<file path="config.mk">
export PLATFORM = sky130hd
export DESIGN_NAME = pase_panel
export DESIGN_NICKNAME = d
export VERILOG_FILES = /design/src/hdl/pase_pkg.sv /design/src/hdl/pase_tick.sv /design/src/hdl/pase_timer.sv /design/src/hdl/pase_panel.sv
export VERILOG_INCLUDE_DIRS = /design/src /design/src/hdl
export SDC_FILE = /design/constraint.sdc
export NUM_CORES = 1
export LEC_CHECK = 0
export BUFFER_PORTS_ARGS = -buffer_cell sky130_fd_sc_hd__clkbuf_2
export CAP_MARGIN = 20
export CELL_PAD_IN_SITES_DETAIL_PLACEMENT = 0
export CELL_PAD_IN_SITES_GLOBAL_PLACEMENT = 2
export CORE_UTILIZATION = 33
export DETAILED_ROUTE_END_ITERATION = 8
export GPL_TIMING_DRIVEN = 0
export HOLD_SLACK_MARGIN = 0.05
export PLACE_DENSITY_LB_ADDON = 0.05
export SLEW_MARGIN = 30
export SYNTH_ARGS = -nofsm -noshare
export SYNTH_HDL_FRONTEND = slang
export SYNTH_SLANG_ARGS = --single-unit
</file>
<file path="constraint.sdc">
create_clock -name clk -period 8.87 [get_ports clk]
set_input_delay 2.661 -clock clk [delete_from_list [all_inputs] [get_ports clk]]
set_output_delay 2.661 -clock clk [all_outputs]
set_load 0.01 [all_outputs]
</file>
<file path="src/hdl/pase_map.svh">
`ifndef PASE_MAP_SVH
`define PASE_MAP_SVH
// clock and the derived seconds tick
`define PASE_CLK_PERIOD_NS 10
`define PASE_SEC_NS        1000000000
`define PASE_SEC_CYCLES    (`PASE_SEC_NS / `PASE_CLK_PERIOD_NS)
// operator time-outs, figures in their own unit, then in seconds
`define PASE_DISP_TMO_MIN  3
`define PASE_DISP_TMO_S    (`PASE_DISP_TMO_MIN * 60)
`define PASE_EDIT_PWR_S    30
`define PASE_EDIT_GEN_S    60
`define PASE_BLOCK_S       5
`define PASE_RF_PAUSE_S    2
// apb register offsets (byte addresses)
`define PASE_A_STATUS      8'h00
`define PASE_A_TIMEOUT     8'h04
`define PASE_A_POWER       8'h08
`define PASE_A_SENS        8'h0C
`define PASE_A_TXMODE      8'h10
`define PASE_A_PROT        8'h14
`define PASE_A_PDOWN       8'h18
// menu screen codes on the screen input
`define PASE_SCR_PASSWORD  4'h0
`define PASE_SCR_PW_MGMT   4'h1
`define PASE_SCR_SW_RESET  4'h2
`define PASE_SCR_POWER     4'h3
`define PASE_SCR_BB_SENS   4'h4
`define PASE_SCR_AUX_SENS  4'h5
`define PASE_SCR_MODE      4'h6
`define PASE_SCR_REFL      4'h7
`define PASE_SCR_LIMITER   4'h8
`define PASE_SCR_FSTEP     4'h9
`define PASE_SCR_PDOWN     4'hA
// needed level per screen, two bits per screen code, screen 0 lowest
`define PASE_REQ_TABLE     32'h002FEA94
// value limits and steps
`define PASE_POWER_MAX     12'h0FA
`define PASE_SENS_MAX      12'h020
`define PASE_REFL_MAX      12'h032
`define PASE_THR_MAX       12'h01F
`define PASE_PCT_MAX       12'h064
`define PASE_TIME_MAX      12'h0FF
`define PASE_FREQ_MAX      12'h802
`define PASE_FREQ_COARSE   12'h00A
`define PASE_PCT_FULL      15'h0064
// setting reset values
`define PASE_RST_POWER     8'hFA
`define PASE_RST_BB        6'h07
`define PASE_RST_AUX       6'h18
`define PASE_RST_PRE       2'h2
`define PASE_RST_FREQ      12'h000
`define PASE_RST_REFL      8'h1E
`define PASE_RST_THR       5'h10
`define PASE_RST_PCT       7'h32
`define PASE_RST_PTIME     8'h3C
`endif

</file>
<file path="src/hdl/pase_pkg.sv">
package pase_pkg;
  typedef enum logic [2:0] {
    st_idle, st_edit, st_pw_new, st_pw_conf,
    st_err_block, st_err_wait, st_locked, st_lockout
  } pase_state_t;
  typedef enum logic [1:0] {
    right_only_mono_mode, stereo_mode,
    summed_mono_mode, external_composite_mode
  } pase_txmode_t;
  typedef struct packed {
    logic [7:0]   power;
    logic [5:0]   bb;
    logic [5:0]   aux;
    pase_txmode_t mode;
    logic [1:0]   pre;
    logic         fstep;
    logic [11:0]  freq;
    logic [7:0]   refl;
    logic         lim_on;
    logic [4:0]   thr;
    logic         pd_en;
    logic [6:0]   pct;
    logic [7:0]   ptime;
  } pase_set_t;
  typedef struct packed {
    pase_state_t     st;
    logic [1:0]      level;
    logic            locked;
    logic            pw1_on;
    logic            pw2_on;
    logic [2:0][15:0] code;
    logic [15:0]     new_code;
    logic [1:0]      tgt;
    logic            flip;
    logic [3:0]      scr;
    logic [1:0]      fld;
    pase_set_t       cur;
    pase_set_t       wrk;
    logic [7:0]      pd_sec;
    logic [7:0]      applied;
    logic [15:0]     tmo;
    logic [31:0]     rdata;
    logic            err;
    logic            inval;
    logic            denied;
    logic            swrst;
    logic            store;
  } pase_panel_st_t;
endpackage

</file>
<file path="src/hdl/pase_tick.sv">
`timescale 1ns/1ns
module pase_tick #(
  parameter int unsigned CYCLES = 100
) (
  input  wire logic clk,
  input  wire logic reset,
  output wire logic tick
);
  import pase_pkg::*;
  localparam int unsigned CW = (CYCLES > 1) ? $clog2(CYCLES) : 1;
  typedef struct packed {
    logic [CW-1:0] cnt;
    logic          tick;
  } pase_tick_st_t;
  pase_tick_st_t q;
  pase_tick_st_t n;
  if (CYCLES < 2) begin : g_chk
    $error("pase_tick: CYCLES must be at least 2");
  end
  // wrap at CYCLES-1 so the tick period is exactly CYCLES clocks
  always_comb begin
    n = q;
    n.tick = 1'b0;
    if (q.cnt == CW'(CYCLES - 1)) begin
      n.cnt = '0;
      n.tick = 1'b1;
    end else begin
      n.cnt = CW'(q.cnt + 1'b1);
    end
  end
  always_ff @(posedge clk) begin
    if (reset) q <= '0;
    else q <= n;
  end
  assign tick = q.tick;
endmodule

</file>
<file path="src/hdl/pase_timer.sv">
`timescale 1ns/1ns
module pase_timer #(
  parameter int unsigned W = 16
) (
  input  wire logic         clk,
  input  wire logic         reset,
  input  wire logic         tick,
  input  wire logic         load,
  input  wire logic         clear,
  input  wire logic [W-1:0] value,
  output wire logic         busy,
  output wire logic         expired
);
  import pase_pkg::*;
  typedef struct packed {
    logic [W-1:0] cnt;
    logic         busy;
    logic         expired;
  } pase_timer_st_t;
  pase_timer_st_t q;
  pase_timer_st_t n;
  if (W < 2) begin : g_chk
    $error("pase_timer: W must be at least 2");
  end
  // seconds down-counter; a load of zero leaves it idle
  always_comb begin
    n = q;
    n.expired = 1'b0;
    if (clear) begin
      n.busy = 1'b0;
    end else if (load) begin
      n.cnt = value;
      n.busy = (value != '0);
    end else if (q.busy && tick) begin
      n.cnt = W'(q.cnt - 1'b1);
      if (q.cnt == W'(1)) begin
        n.busy = 1'b0;
        n.expired = 1'b1;
      end
    end
  end
  always_ff @(posedge clk) begin
    if (reset) q <= '0;
    else q <= n;
  end
  assign busy = q.busy;
  assign expired = q.expired;
endmodule

</file>
<file path="src/hdl/pase_panel.sv">
// Our own choices: the APB register port and the placing of the registers.
`timescale 1ns/1ns
`include "pase_map.svh"
// How it works
// - never show codes; refuse levels above granted
// - own-level status or code change needs current code
// - higher level sets lower code, with confirmation
// - level three drops at display time-out
// - any key outside lockout restarts the display time-out; a restart stops it instead, even on the enter that starts a soft reset
// - level-one on: time-out locks panel, asks code
// - bad code while locked: wait time-out
// - soft reset only at level one or above
// - resets keep settings; rf pauses briefly
// - power edit applied live before enter
// - enter stores setting, escape discards it
// - power edit abandoned after thirty idle seconds
// - baseband sensitivity minus 3.5 to 12.5 dBm
// - auxiliary sensitivity minus 12 to 4 dBm
// - confirm mismatch: error, block five seconds
// - four transmission modes, four pre-emphasis values
// - level three picks 100 or 10 kHz step
// - left/right pick field, up/down change value
// - reflected power limit programmable, default 3.0 W
// - limiter: left/right toggles, up/down threshold
// - power-down scales power after programmed time
// - unknown or aborted code: invalid, level kept
module pase_panel #(
  parameter int unsigned TICK_CYCLES = `PASE_SEC_CYCLES,
  parameter logic [15:0] CODE1       = 16'h1111, // arbitrary value
  parameter logic [15:0] CODE2       = 16'h2222, // arbitrary value
  parameter logic [15:0] CODE3       = 16'h3333, // arbitrary value
  parameter logic        PW1_ON      = 1'b0,
  parameter logic        PW2_ON      = 1'b1
) (
  input  wire logic                   clk,
  input  wire logic                   reset,
  input  wire logic                   mains_restart,
  input  wire logic                   key_up,
  input  wire logic                   key_down,
  input  wire logic                   key_left,
  input  wire logic                   key_right,
  input  wire logic                   key_enter,
  input  wire logic                   key_escape,
  input  wire logic [3:0]             screen,
  input  wire logic [15:0]            code_in,
  output wire logic [1:0]             auth_level,
  output wire logic                   panel_locked,
  output wire logic                   lockout,
  output wire logic                   pw_invalid,
  output wire logic                   access_denied,
  output wire logic                   pw_error,
  output wire logic                   input_blocked,
  output wire logic                   edit_active,
  output wire logic [1:0]             edit_field,
  output wire logic                   sw_reset_pulse,
  output wire logic                   store_strobe,
  output wire logic [3:0]             store_screen,
  output wire logic                   rf_mute,
  output wire logic [7:0]             power_applied,
  output wire logic [5:0]             bb_sens,
  output wire logic [5:0]             aux_sens,
  output pase_pkg::pase_txmode_t      tx_mode,
  output wire logic [1:0]             preemphasis,
  output wire logic                   freq_step_fine,
  output wire logic [11:0]            freq_code,
  output wire logic [7:0]             refl_limit,
  output wire logic                   limiter_on,
  output wire logic [4:0]             limiter_thr,
  output wire logic                   pdown_en,
  output wire logic [6:0]             pdown_pct,
  output wire logic [7:0]             pdown_time,
  input  wire logic                   psel,
  input  wire logic                   penable,
  input  wire logic                   pwrite,
  input  wire logic [7:0]             paddr,
  input  wire logic [31:0]            pwdata,
  output wire logic [31:0]            prdata,
  output wire logic                   pready,
  output wire logic                   pslverr
);
  import pase_pkg::*;
  localparam logic [1:0] BASE_RST = PW1_ON ? 2'h0 : (PW2_ON ? 2'h1 : 2'h2);
  localparam pase_set_t SET_RST = '{
    power: `PASE_RST_POWER, bb: `PASE_RST_BB, aux: `PASE_RST_AUX,
    mode: stereo_mode, pre: `PASE_RST_PRE, fstep: 1'b0,
    freq: `PASE_RST_FREQ, refl: `PASE_RST_REFL, lim_on: 1'b0,
    thr: `PASE_RST_THR, pd_en: 1'b0, pct: `PASE_RST_PCT,
    ptime: `PASE_RST_PTIME};
  pase_panel_st_t    q;
  pase_panel_st_t    n;
  logic              tick;
  logic [3:0]        ld;
  logic [3:0]        clr;
  logic [3:0][15:0]  lv;
  logic [3:0]        busy;
  logic [3:0]        expd;
  logic              any;
  logic              mv;
  logic              restart;
  logic              ok;
  logic [1:0]        m;
  logic [1:0]        req;
  logic [7:0]        pbase;
  logic [14:0]       prod;
  logic [3:0]        escr;
  if (TICK_CYCLES < 2) begin : g_chk
    $error("pase_panel: TICK_CYCLES must be at least 2");
  end

  // highest level whose code matches, zero when none does
  function automatic logic [1:0] match(input logic [2:0][15:0] c,
                                       input logic [15:0] v);
    logic [1:0] r;
    r = 2'h0;
    if (v == c[2]) r = 2'h3;
    else if (v == c[1]) r = 2'h2;
    else if (v == c[0]) r = 2'h1;
    return r;
  endfunction

  // saturating step of an index; hi must not be below inc
  function automatic logic [11:0] bump(input logic [11:0] v,
                                       input logic [11:0] hi,
                                       input logic [11:0] inc,
                                       input logic up,
                                       input logic dn);
    logic [11:0] r;
    r = v;
    if (up) r = (v > 12'(hi - inc)) ? hi : 12'(v + inc);
    else if (dn) r = (v < inc) ? 12'h000 : 12'(v - inc);
    return r;
  endfunction

  pase_tick #(
    .CYCLES (TICK_CYCLES)
  ) u_tick (
    .clk   (clk),
    .reset (reset),
    .tick  (tick)
  );

  // timers: 0 display, 1 edit, 2 error block, 3 rf pause
  for (genvar i = 0; i < 4; i++) begin : g_tmr
    pase_timer #(
      .W (16)
    ) u_tmr (
      .clk     (clk),
      .reset   (reset),
      .tick    (tick),
      .load    (ld[i]),
      .clear   (clr[i]),
      .value   (lv[i]),
      .busy    (busy[i]),
      .expired (expd[i])
    );
  end

  // whole control path; later blocks override earlier ones on purpose
  always_comb begin
    n = q;
    ld = 4'h0;
    clr = 4'h0;
    ok = 1'b0;
    m = match(q.code, code_in);
    n.inval = 1'b0;
    n.denied = 1'b0;
    n.swrst = 1'b0;
    n.store = 1'b0;
    any = key_up | key_down | key_left | key_right | key_enter | key_escape;
    mv = key_up | key_down | key_left | key_right;
    restart = mains_restart;
    req = 2'(`PASE_REQ_TABLE >> {screen, 1'b0});
    escr = (q.st == st_edit) ? q.scr : screen;
    lv[0] = q.tmo;
    lv[1] = (escr == `PASE_SCR_POWER) ? 16'(`PASE_EDIT_PWR_S)
                                      : 16'(`PASE_EDIT_GEN_S);
    lv[2] = 16'(`PASE_BLOCK_S);
    lv[3] = 16'(`PASE_RF_PAUSE_S);
    // a lockout must not be stretched by key presses, or it never ends
    if (any && q.st != st_lockout) ld[0] = 1'b1;
    case (q.st)
      st_idle: begin
        if (key_enter && req > q.level) begin
          n.denied = 1'b1;
        end else if (key_enter) begin
          case (screen)
            `PASE_SCR_PASSWORD: begin
              if (m == 2'h0) n.inval = 1'b1;
              else n.level = m;
            end
            `PASE_SCR_PW_MGMT: begin
              n.st = st_pw_new;
              n.tgt = q.level;
              n.flip = 1'b0;
            end
            `PASE_SCR_SW_RESET: begin
              restart = 1'b1;
              n.swrst = 1'b1;
            end
            default: begin
              if (screen >= `PASE_SCR_POWER && screen <= `PASE_SCR_PDOWN)
              begin
                n.st = st_edit;
                n.scr = screen;
                n.fld = 2'h0;
                n.wrk = q.cur;
                ld[1] = 1'b1;
              end
            end
          endcase
        end else if (key_escape && screen == `PASE_SCR_PASSWORD) begin
          n.inval = 1'b1;
        end
      end
      st_edit: begin
        if (key_escape || expd[1]) begin
          n.wrk = q.cur;
          n.st = st_idle;
          clr[1] = 1'b1;
        end else if (key_enter) begin
          n.cur = q.wrk;
          n.store = 1'b1;
          n.st = st_idle;
          clr[1] = 1'b1;
        end else if (mv) begin
          ld[1] = 1'b1;
          if (key_right) n.fld = (q.fld == 2'h2) ? 2'h0 : 2'(q.fld + 2'h1);
          if (key_left) n.fld = (q.fld == 2'h0) ? 2'h2 : 2'(q.fld - 2'h1);
          case (q.scr)
            `PASE_SCR_POWER: n.wrk.power = 8'(bump({4'h0, q.wrk.power},
              `PASE_POWER_MAX, 12'h001, key_up, key_down));
            `PASE_SCR_BB_SENS: n.wrk.bb = 6'(bump({6'h00, q.wrk.bb},
              `PASE_SENS_MAX, 12'h001, key_up, key_down));
            `PASE_SCR_AUX_SENS: n.wrk.aux = 6'(bump({6'h00, q.wrk.aux},
              `PASE_SENS_MAX, 12'h001, key_up, key_down));
            `PASE_SCR_MODE: begin
              case (q.fld)
                2'h0: begin
                  if (key_up) n.wrk.mode = pase_txmode_t'(2'(q.wrk.mode + 2'h1));
                  if (key_down) n.wrk.mode = pase_txmode_t'(2'(q.wrk.mode - 2'h1));
                end
                2'h1: begin
                  if (key_up) n.wrk.pre = 2'(q.wrk.pre + 2'h1);
                  if (key_down) n.wrk.pre = 2'(q.wrk.pre - 2'h1);
                end
                default: n.wrk.freq = bump(q.wrk.freq, `PASE_FREQ_MAX,
                  q.cur.fstep ? 12'h001 : `PASE_FREQ_COARSE,
                  key_up, key_down);
              endcase
            end
            `PASE_SCR_REFL: n.wrk.refl = 8'(bump({4'h0, q.wrk.refl},
              `PASE_REFL_MAX, 12'h001, key_up, key_down));
            `PASE_SCR_LIMITER: begin
              if (key_left || key_right) n.wrk.lim_on = ~q.wrk.lim_on;
              n.wrk.thr = 5'(bump({7'h00, q.wrk.thr},
                `PASE_THR_MAX, 12'h001, key_up, key_down));
            end
            `PASE_SCR_FSTEP: begin
              if (key_up || key_down) n.wrk.fstep = ~q.wrk.fstep;
            end
            `PASE_SCR_PDOWN: begin
              case (q.fld)
                2'h0: if (key_up || key_down) n.wrk.pd_en = ~q.wrk.pd_en;
                2'h1: n.wrk.pct = 7'(bump({5'h00, q.wrk.pct},
                  `PASE_PCT_MAX, 12'h001, key_up, key_down));
                default: n.wrk.ptime = 8'(bump({4'h0, q.wrk.ptime},
                  `PASE_TIME_MAX, 12'h001, key_up, key_down));
              endcase
            end
            default: ;
          endcase
        end
      end
      st_pw_new: begin
        if (key_escape) begin
          n.st = st_idle;
        end else if (key_left && q.tgt > 2'h1) begin
          n.tgt = 2'(q.tgt - 2'h1);
          n.flip = 1'b0;
        end else if (key_right && q.tgt < q.level) begin
          n.tgt = 2'(q.tgt + 2'h1);
          n.flip = 1'b0;
        end else if (key_up || key_down) begin
          n.flip = ~q.flip;
        end else if (key_enter) begin
          n.new_code = code_in;
          n.st = st_pw_conf;
        end
      end
      st_pw_conf: begin
        // own level: old code; lower level: repeat of the new code
        ok = (q.tgt == q.level) ? (code_in == q.code[2'(q.tgt - 2'h1)])
                                : (code_in == q.new_code);
        if (key_escape) begin
          n.st = st_idle;
        end else if (key_enter && ok) begin
          n.code[2'(q.tgt - 2'h1)] = q.new_code;
          if (q.flip && q.tgt == 2'h1) n.pw1_on = ~q.pw1_on;
          if (q.flip && q.tgt == 2'h2) n.pw2_on = ~q.pw2_on;
          n.st = st_idle;
        end else if (key_enter) begin
          n.st = st_err_block;
          ld[2] = 1'b1;
        end
      end
      st_err_block: begin
        if (expd[2]) n.st = st_err_wait;
      end
      st_err_wait: begin
        if (key_escape) n.st = st_idle;
      end
      st_locked: begin
        if (key_enter && m != 2'h0) begin
          n.level = m;
          n.locked = 1'b0;
          n.st = st_idle;
        end else if (key_enter || key_escape) begin
          n.inval = 1'b1;
          n.st = st_lockout;
        end
      end
      st_lockout: ;
      default: n.st = st_idle;
    endcase
    // display time-out: revoke level three, lock if level one is on
    if (expd[0]) begin
      if (q.level == 2'h3) n.level = 2'h2;
      if (q.st == st_lockout) begin
        n.st = st_locked;
      end else if (q.pw1_on) begin
        n.locked = 1'b1;
        n.level = 2'h0;
        n.st = st_locked;
        n.wrk = q.cur;
        clr[1] = 1'b1;
      end
    end
    // restart re-enters like power-up but keeps every setting and code
    if (restart) begin
      n.st = q.pw1_on ? st_locked : st_idle;
      n.locked = q.pw1_on;
      n.level = q.pw1_on ? 2'h0 : (q.pw2_on ? 2'h1 : 2'h2);
      n.wrk = q.cur;
      clr[2:0] = 3'h7;
      ld[3] = 1'b1;
    end
    // live power: edited value first, then power-down scaling
    pbase = (q.st == st_edit && q.scr == `PASE_SCR_POWER)
            ? q.wrk.power : q.cur.power;
    if (!q.cur.pd_en) n.pd_sec = 8'h00;
    else if (tick && q.pd_sec < q.cur.ptime) n.pd_sec = 8'(q.pd_sec + 8'h01);
    prod = 15'(pbase) * 15'(q.cur.pct); // widen before the product
    n.applied = (q.cur.pd_en && q.pd_sec >= q.cur.ptime)
                ? 8'(prod / `PASE_PCT_FULL) : pbase;
    // apb: decode and fetch in setup, act in the zero-wait access
    if (psel && !penable) begin
      n.err = 1'b0;
      case (paddr)
        `PASE_A_STATUS: n.rdata = {23'h0, busy[3], q.pw2_on, q.pw1_on,
          q.st == st_err_block, q.st == st_edit, q.st == st_lockout,
          q.locked, q.level};
        `PASE_A_TIMEOUT: n.rdata = {16'h0000, q.tmo};
        `PASE_A_POWER: n.rdata = {16'h0000, q.applied, q.cur.power};
        `PASE_A_SENS: n.rdata = {18'h0, q.cur.aux, 2'h0, q.cur.bb};
        `PASE_A_TXMODE: n.rdata = {4'h0, q.cur.freq, 11'h0, q.cur.fstep,
          q.cur.pre, q.cur.mode};
        `PASE_A_PROT: n.rdata = {11'h0, q.cur.thr, 7'h0, q.cur.lim_on,
          q.cur.refl};
        `PASE_A_PDOWN: n.rdata = {8'h00, q.cur.ptime, 1'b0, q.cur.pct,
          7'h00, q.cur.pd_en};
        default: begin
          n.rdata = 32'h0000_0000;
          n.err = 1'b1;
        end
      endcase
      if (pwrite && paddr != `PASE_A_TIMEOUT) n.err = 1'b1;
    end
    if (psel && penable && pwrite && !q.err) n.tmo = pwdata[15:0];
  end

  // reset loads constants only; codes come from elaboration parameters
  always_ff @(posedge clk) begin
    if (reset) begin
      q <= '0;
      q.st <= PW1_ON ? st_locked : st_idle;
      q.level <= BASE_RST;
      q.locked <= PW1_ON;
      q.pw1_on <= PW1_ON;
      q.pw2_on <= PW2_ON;
      q.code <= {CODE3, CODE2, CODE1};
      q.cur <= SET_RST;
      q.wrk <= SET_RST;
      q.applied <= `PASE_RST_POWER;
      q.tmo <= 16'(`PASE_DISP_TMO_S);
    end else begin
      q <= n;
    end
  end

  // outputs straight from state
  assign auth_level = q.level;
  assign panel_locked = q.locked;
  assign lockout = (q.st == st_lockout);
  assign pw_invalid = q.inval;
  assign access_denied = q.denied;
  assign pw_error = (q.st == st_err_block) || (q.st == st_err_wait);
  assign input_blocked = (q.st == st_err_block) || (q.st == st_lockout);
  assign edit_active = (q.st == st_edit);
  assign edit_field = q.fld;
  assign sw_reset_pulse = q.swrst;
  assign store_strobe = q.store;
  assign store_screen = q.scr;
  assign rf_mute = busy[3];
  assign power_applied = q.applied;
  assign bb_sens = q.cur.bb;
  assign aux_sens = q.cur.aux;
  assign tx_mode = q.cur.mode;
  assign preemphasis = q.cur.pre;
  assign freq_step_fine = q.cur.fstep;
  assign freq_code = q.cur.freq;
  assign refl_limit = q.cur.refl;
  assign limiter_on = q.cur.lim_on;
  assign limiter_thr = q.cur.thr;
  assign pdown_en = q.cur.pd_en;
  assign pdown_pct = q.cur.pct;
  assign pdown_time = q.cur.ptime;
  // zero-wait slave; error only flags bad decode or write to read-only
  assign prdata = q.rdata;
  assign pready = 1'b1;
  assign pslverr = psel & penable & q.err;
endmodule

</file>
======== Yosys cells after proc, flatten, opt, wreduce, memory -nomap -nowiden ========
Cells that the tools add are included.
storage, ports and cells
  bits of input ports ..................... 72
  flip-flop bits (word level) ............. 383
  output and inout port bits .............. 119
operators by class
  $mul .................................... 1
  reductions and logical operators ........ 81
  mux-type cells .......................... 185
  order comparisons ....................... 25
  add/subtract/negate cells ............... 31
  bitwise operators ....................... 30
  shifts and indexed selects .............. 1
  div/mod/pow operators ................... 1
  equality and inequality tests ........... 54
operators with widths
  operator                                            count
  two-way mux 67 bit                                  12
  case mux 28 bit (7 select lines)                    1
  two-way mux 8 bit                                   17
  case mux 67 bit (2 select lines)                    1
  two-way mux 6 bit                                   17
  == test 16 bit                                      5
  two-way mux 3 bit                                   25
  two-way mux 12 bit                                  6
  two-way mux 69 bit                                  1
  == test 16 x 1 -> 1 bit, second input constant      4
  subtractor 16 x 1 -> 16 bit, second input constant  4
  two-way mux 18 bit                                  3
  two-way mux 17 bit                                  3
  bitwise mux 48 bit                                  1
  two-way mux 16 bit                                  3
  two-way mux 2 bit                                   24
  two-way mux 1 bit                                   44
  two-way mux 5 bit                                   7
  two-way mux 7 bit                                   5
  adder 8 x 1 -> 8 bit, second input constant         4
  binary-select mux 16 bit (select 2 bit)             1
  demux 16 bit (select 2 bit)                         1
  nonzero test 16 bit                                 2
  adder 27 x 1 -> 27 bit, second input constant       1
  81 further kinds                                    217

======== Depth between registers and ports, before layout ========
Gate-level depths: netlist (run 1).
  depth in word-level cells ............... 16
  gate-level depth with buffers ........... 43

======== Modules after synthesis ========
A second synthesis (run 1) with hierarchy kept.
unflattened totals
  cells, all modules ...................... 3,568
  area total of the unflattened synthesis .. 27,303.7 um2
modules (own cells, without submodules)
  module      instances  cells each  area an instance (um2)
  pase_panel  1          2,810       21,129.0
  pase_timer  4          151         1,201.2
  pase_tick   1          154         1,370.1

======== Worst setup path before layout (run 1) ========
OpenSTA, ideal clock, no wires.
  path type ............................... register -> register
  start ................................... register q[283] (netlist name)
  end ..................................... register q, in the netlist power_applied[0]
  cell stages (with the launch flop) ...... 39
  slack ................................... -0.508 ns
  data arrival time ....................... 9.251 ns
  setup time .............................. 0.127 ns
  clock period less this slack ............ 9.378 ns
  path buffers ............................ 4
  path through ............................ dfxtp_1 > clkbuf_1 > nor2_1 > nand2_1 > inv_1 > nand2_1 > clkbuf_1 > mux2i_1 > nand2b_1 > fa_1 > fa_1 > inv_1 > fa_1 > inv_1 > fa_1 > inv_1 > ha_1 > and2_1 > [... 3 more ...] > buf_2 > buf_2 > a211oi_1 > o22ai_1 > a211oi_4 > nor4_1 > a311oi_1 > a21oi_1 > or2_4 > o311ai_4 > o221ai_2 > a31oi_2 > maj3_2 > o221ai_2 > xor2_1 > a211oi_2 > a311oi_1 > o41ai_2
between the ends
  longest elaborated chain between the ends .. 6
RTL lines
  element                                    line               source
  start: declaration                         pase_panel.sv:89   pase_panel_st_t q;
  start signal: assignment                   pase_panel.sv:396  q <= n;
  == test 3 x 1 -> 1 bit (*)                 pase_panel.sv:348  pbase = (q.st == st_edit && q.scr == `PASE_SCR_POWER)
  logical AND 1 bit (no source line) (*)     --
  two-way mux 8 bit (*)                      pase_panel.sv:348
  multiplier 8 x 7 -> 15 bit                 pase_panel.sv:352  prod = 15'(pbase) * 15'(q.cur.pct);
  divider 15 x 7 -> 15 bit (no source line)  --
  two-way mux 8 bit (*)                      pase_panel.sv:353  n.applied = (q.cur.pd_en && q.pd_sec >= q.cur.ptime)
Every way passes the cells marked *; elsewhere a longest branch is shown, timed or not.
A chain may end at the register's enable or synchronous reset.

======== Final worst setup path (run 1) ========
  start ................................... register q, in the netlist store_screen[1]
  end ..................................... register q, in the netlist power_applied[1]
between the ends
  longest elaborated chain between the ends .. 6
RTL lines
  element                                    line
  == test 4 x 2 -> 1 bit (*)                 --
  logical AND 1 bit (no source line) (*)     --
  two-way mux 8 bit (*)                      pase_panel.sv:348
  multiplier 8 x 7 -> 15 bit                 pase_panel.sv:352
  divider 15 x 7 -> 15 bit (no source line)  --
  two-way mux 8 bit (*)                      pase_panel.sv:353
Marked as above.

==> results of run 1 <==
## cells by family after synthesis
logic type,count (synthesis)
AOI/OAI and AO/OA,894
other,2
buffers and inverters,427
muxes,120
DFF,379
and+or+nand+nor,1310
adders and majority gates,134
xor gates and xnor gates,161
## area by class of cell
class                   instances  area, um^2
inverters                      99         372
diodes                          3        7.51
clock inverters                18         239
repair buffers                251        1540
fillers                      8100       46200
clock buffers                  70        1440
flip-flops and latches        379        7600
well taps                    1040        1300
multi-input cells            2624       17300
plain buffers                 324        1710
## how the worst max path moves through the flow
stage / startpoint / end / slack, ns
6_report: store_screen[1]$_SDFFE_PP0P_ / power_applied[1]$_SDFF_PP1_ / -0.18
5_1_grt: store_screen[0]$_SDFFE_PP0P_ / power_applied[1]$_SDFF_PP1_ / -0.56
4_1_cts: store_screen[0]$_SDFFE_PP0P_ / power_applied[0]$_SDFF_PP0_ / -0.16
3_5_place_dp: store_screen[1]$_SDFFE_PP0P_ / power_applied[0]$_SDFF_PP0_ / -2.02
3_3_place_gp: store_screen[1]$_SDFFE_PP0P_ / power_applied[0]$_SDFF_PP0_ / -1.96
2_1_floorplan: q[283]$_SDFF_PP0_ / power_applied[0]$_SDFF_PP0_ / 0.001
## power by group through the flow
stage	Clock, mW	Sequential, mW	Combinational [mW]
2_1_floorplan	0	1.78	2.21
3_5_place_dp	0	1.80	2.79
3_3_place_gp	0	1.80	2.76
6_report	2.10	1.76	4.11
5_1_grt	2.19	1.76	4.38
4_1_cts	2.13	1.76	3.85
## per-stage QoR
stage	power, mW	cell area (um^2)	TNS (ns)
2_1_floorplan	3.99	26200	0
3_5_place_dp	4.59	28300	-6.99
5_1_grt	8.34	31500	-1.27
6_report	7.97	31500	-0.347
4_1_cts	7.74	31300	-0.281
3_3_place_gp	4.56	28300	-6.69
## registers in the layout, summed over array words and instances, names as in the netlist, 3 cells and up
signal               cells
u_tick.q                27
pdown_time               8
bb_sens                  6
q                      156
power_applied            8
freq_code               12
limiter_thr              5
pdown_pct                7
g_tmr.u_tmr.busy         4
store_screen             4
aux_sens                 6
lv                      16
prdata                  28
g_tmr.u_tmr.q           64
g_tmr.u_tmr.expired      3
refl_limit               8
## layout by cell type, fill, tap and decap left out, types with 11 or more instances in the layout
cell | synthesis | layout
xnor2_1 | 82 | 79
clkbuf_8 | 0 | 14
o31ai_1 | 17 | 14
a221oi_1 | 15 | 14
a22oi_1 | 69 | 67
a21oi_1 | 297 | 286
nand3_1 | 89 | 87
dfxtp_1 | 379 | 373
a211oi_1 | 29 | 24
inv_1 | 98 | 93
o211ai_1 | 30 | 30
a221o_1 | 20 | 20
nand2b_1 | 35 | 34
nor4_1 | 52 | 48
ha_1 | 100 | 98
xor2_1 | 79 | 77
clkbuf_16 | 0 | 50
nor2b_1 | 53 | 51
buf_1 | 14 | 13
and3_1 | 29 | 28
a21o_1 | 17 | 16
buf_4 | 106 | 196
clkbuf_1 | 198 | 189
nand4_1 | 45 | 45
or3_1 | 21 | 18
o22ai_1 | 15 | 13
buf_6 | 1 | 13
a31oi_1 | 33 | 28
a222oi_1 | 11 | 11
clkbuf_2 | 1 | 163
nor2_1 | 414 | 406
and2_1 | 20 | 17
nand2_1 | 411 | 406
o21ai_0 | 210 | 199
mux2i_1 | 112 | 107
nor3_1 | 79 | 72
fa_1 | 31 | 31
## synthesized netlist by cell type (17+ instances only)
cell / number / area share, %
nor2b_1: 53 / 1.3
inv_1: 98 / 1.4
buf_4: 106 / 3.1
and3_1: 29 / 0.70
o31ai_1: 17 / 0.49
a31oi_1: 33 / 0.79
xnor2_1: 82 / 2.8
nor2_1: 414 / 6.0
o21ai_0: 210 / 4.0
nor4_1: 52 / 1.3
clkbuf_1: 198 / 2.9
o211ai_1: 30 / 0.87
a21o_1: 17 / 0.49
a22oi_1: 69 / 2.0
and2_1: 20 / 0.48
a221o_1: 20 / 0.77
mux2i_1: 112 / 4.3
dfxtp_1: 379 / 29
nand4_1: 45 / 1.1
nand2b_1: 35 / 0.84
nor3_1: 79 / 1.5
ha_1: 100 / 4.8
a211oi_1: 29 / 0.84
xor2_1: 79 / 2.7
or3_1: 21 / 0.51
nand2_1: 411 / 5.9
nand3_1: 89 / 1.7
a21oi_1: 297 / 5.7
fa_1: 31 / 2.4
## layer usage
metal,GRT usage [%],vias to the layer above,routed length (um)
met3,3.29,229,7820
met2,48.6,1128,55700
met4,10.8,6,4680
met1,41.4,13500,55300
li1,-,12700,-
met5,0,-,39
## repair_timing
item                                   in CTS  in global routing
pin swaps                                  74                 37
resized for setup                         147                 27
gates cloned                                2                  0
setup endpoints to repair                   6                  3
setup buffers                              82                 13
endpoints found under the hold margin       0                  0
==> metrics.cfg, run 1 <==
[status]
status=finished, violations left
violations=setup timing

[floorplan]
fp.dieH_um=283
row_count=102
initial_core_util_pct=33.5
pin_count=191
design.die.area_um2=79900
core_um2=77700
die_x_um=283

[timing]
fin_crit_sh_pct=102
slew_violations=0
rsz0062_at_grt=true
worst_pin_slew_ns=1.18
period_needed_ns=9.05
setup_viol=2
fin_skew_ns=0.0204
hold_ws_ns=0.468
hold_violations=0
fmax_mhz=111
timing.final.ws_setup_ns=-0.177
max_slew_margin_pct=21.6

[power]
powerDensity_nw_per_um2=253
switchingPower_mw=3.12
clock_power_share_pct=26.4
power_frac_comb_pct=51.5
switching_share_pct=39.2
intPower_mw=4.85
vdd.ir_drop.worst_mv=0.499
p_seq_share_pct=22.1
p_leak_nw=12.6

[critical_path]
critical_path.max_stage_delay_ns=0.52
path_delay_family=adder cells
critPathBufInv=7
reg2reg_depth=37
r2r_start=store_screen[1]$_SDFFE_PP0P_
crit_slowest_cell=fa_1
cp.depth=37
cp_max_fo=5
cp-start-kind=flip-flop
cp_common_cell=fa_1
criticalPathCategory=flip-flop to flip-flop
required_ns=9.32
cp.arrival_ns=9.50
r2r_end=power_applied[1]$_SDFF_PP1_
r2r_slack_ns=-0.18
cp-end-kind=flip-flop

[cts]
htreeDepth=2
hold_buffers=0
clk_pin_slew_ns=0.06
cts_tree=built
cts_buffer_depth=3
cts.sinks=379
cts_buffers=48
clock_latency_ns=0.61
clockRootBuffer=clkbuf_16

[yosys]
synth.avg_cell_area_um2=7.59
synth_mux_area_share_pct=4.67
yosys.area_share.adder_pct=7.33
synth_area_um2=26000
synth_seq_cells=379
synth_top_family_by_area=simple AND/OR/NAND/NOR gates
ys_seq_area_share_pct=29.2
async_reset_ff_share_pct=0
synthSimpleGateAreaFrac_pct=23.3
post_synth_inst_count=3427
synth_compound_gate_area_share_pct=22.3
synth_xor_area_share_pct=5.42
ys_types=111
ys_warn_count=0
synth_edf_count=0
ys.flop_type=dfxtp_1

[drt]
drtAntennaViolNets=0
via_per_inst=5.74
via_count=27600
drc_errors=0
routedWlPerCell_um=25.7
firstDrtPassIters=8
drt-initial-drc-count=2385
routed_wl_um=124000

[final_layout]
fin_nets=3930
final_cells=4808
area_delta_synth_final_pct=21.3
drive_gt1_share_pct=17.1
final_util_pct=40.6

[placement]
dp_slack_ns=-2.02
dp.cells=4624
io_buffers=150
dp_hpwl_um=91700
routabilityCongestion=0.960

[grt]
grt_util_all_layers_pct=30.1
grt_max_degree=18
grt_pass1_vias=26200
grt_pass1_wl_um=178000
antenna_found_initial=9
grt_overflow=0

[min_path]
min-delay-start=g_tmr[2].u_tmr.q[16]$_SDFFE_PP0P_
min_to=g_tmr[2].u_tmr.q[16]$_SDFFE_PP0P_
hold_class=flip-flop to flip-flop
min_path_cells=1

[job]
maxCapViolCount=0

(Power assumes the default switching activity.)
==> inputs of run 2 (changes only) <==
--- a/config.mk
+++ b/config.mk
@@ -16,3 +16,4 @@
 export HOLD_SLACK_MARGIN = 0.05
-export PLACE_DENSITY_LB_ADDON = 0.05
+export PLACE_DENSITY = 0.8
+export SKIP_CTS_REPAIR_TIMING = 1
 export SLEW_MARGIN = 30
==> constraint.sdc (replaced) <==
create_clock -name clk -period 8.87 [get_ports clk]
set_input_delay 1.3305 -clock clk [delete_from_list [all_inputs] [get_ports clk]]
set_output_delay 1.3305 -clock clk [all_outputs]
set_load 0.01 [all_outputs]
==> run 2 against run 1 <==
Setup slack worse by 0.41 ns. Combinational power decreased by 7.1%. Wire length shrank 8.5%. Critical path depth grew 3. Flip-flop and latch count did not move. Largest power group unchanged. Sequential power is essentially flat. Non-clock buffer count decreased by 29. Clock skew increased by 0.00055 ns. Count of clock-buffer cells in the layout is 8 lower. The run ends with DRC, setup timing left. Cell area is 1.1% lower. Final cell count down 0.89%.
==> metrics.cfg, run 2 (synthesized netlist as in run 1, its figures left out) <==
[critical_path]
crit_slowest_cell=fa_1
cp-end-kind=flip-flop
required_ns=9.37
r2r_start=store_screen[0]$_SDFFE_PP0P_
critPathBufInv=9
r2r_slack_ns=-0.59
cp_max_fo=9
path_delay_family=compound AO/OA/AOI/OAI gates
cp.arrival_ns=9.95
criticalPathCategory=flip-flop to flip-flop
startpoint=store_screen[0]$_SDFFE_PP0P_
cp-start-kind=flip-flop
cp_common_cell=fa_1
critical_path.max_stage_delay_ns=0.55

[grt]
grt_max_degree=18
grt_util_all_layers_pct=27.2
grt_overflow=0
antenna_found_initial=10
grt_pass1_vias=24700
grt_pass1_wl_um=163000

[final_layout]
regMostFlops=q
area_delta_synth_final_pct=20.0
mostFrequentLayoutCells=nor2_1, nand2_1, dfxtp_1, a21oi_1, o21ai_0
layout.cells.most_common=nor2_1
nFillCells=8124
drive_gt1_share_pct=16.0
final_util_pct=40.1
largest_reg_flops=156
fin_nets=3899

[drt]
via_per_inst=5.64
drc_errors=3
via_count=26900
firstDrtPassIters=9
drtAntennaViolNets=0
routedWlPerCell_um=23.7
drt-initial-drc-count=2516
routed_wl_um=113000

[timing]
hold_ws_ns=0.467
timing.final.ws_setup_ns=-0.585
rsz0062_at_grt=true
hold_violations=0
worst_pin_slew_ns=1.12
fin_crit_sh_pct=107
fmax_mhz=106
fin_skew_ns=0.0210
slew_violations=0
period_needed_ns=9.46
max_slew_margin_pct=25.2
setup_viol=3
tns_ns=-1.16

[power]
p_leak_nw=12.4
clock_power_share_pct=24.9
switching_share_pct=40.4
intPower_mw=4.43
power_frac_comb_pct=51.4
p_seq_share_pct=23.7
switchingPower_mw=3.00
powerDensity_nw_per_um2=238
vdd.ir_drop.worst_mv=0.377

[floorplan]
die_x_um=283
pin_count=191
row_count=102
design.die.area_um2=79900
fp.dieH_um=283
core_um2=77700
initial_core_util_pct=33.5

[placement]
routabilityCongestion=0.981
io_buffers=150
dp_hpwl_um=84200
dp_slack_ns=-1.82

[cts]
cts.sinks=379
clockRootBuffer=clkbuf_16
clk_pin_slew_ns=0.06
htreeDepth=2
cts_tree=built
cts_buffer_depth=3
cts_buffers=45
clock_latency_ns=0.60

[min_path]
hold_class=flip-flop to flip-flop
min-delay-start=u_tick.q[1]$_SDFF_PP0_

[status]
status=finished, violations left
violations=DRC, setup timing

[job]
maxCapViolCount=0

==> run 2: layout make-up <==
class,count,area [um^2],share of cell area [%]
Clock inverter,13,130,0.417
Inverter,99,377,1.21
Multi-Input combinational cell,2625,17400,55.9
Buffer,325,1700,5.44
Timing Repair Buffer,221,1380,4.41
Clock buffer,62,1290,4.14
Sequential cell,379,7600,24.4
Tap cell,1040,1300,4.17
Antenna cell,1,2.50,0.00802
==> run 2: final timing paths <==
| path | endpoint | cells past startpoint |
|---|---|---|
| hold reg to reg | u_tick.q[1]$_SDFF_PP0_ | 1 |
| hold / removal | u_tick.q[1]$_SDFF_PP0_ | 1 |
| setup / recovery | power_applied[0]$_SDFF_PP0_ | 40 |
| setup reg to reg | power_applied[0]$_SDFF_PP0_ | 40 |
==> run 2: routing by layer <==
layer  track usage [%]  wire (um)  up-vias
li1                  -          -    12600
met1              36.6      49200    13000
met2              44.0      51400     1025
met3              3.52       7380      217
met4              10.7       4920       16
met5                 0        111        -
==> run 2: metrics by stage <==
step,cell area (um^2),power (mW),cells
floorplan,26200,3.99,3430
global placement,28300,4.55,4620
detailed placement,28300,4.55,4620
CTS,29700,6.41,4695
global route,31200,7.80,4764
finish,31200,7.43,4765
==> run 2: power by group through the flow <==
| stage | clock, mW | combinational (mW) | sequential [mW] |
|---|---|---|---|
| global route | 1.95 | 4.09 | 1.76 |
| floorplan | 0 | 2.21 | 1.78 |
| detailed placement | 0 | 2.75 | 1.80 |
| finish | 1.85 | 3.82 | 1.76 |
| global placement | 0 | 2.75 | 1.80 |
| CTS | 1.89 | 2.76 | 1.76 |
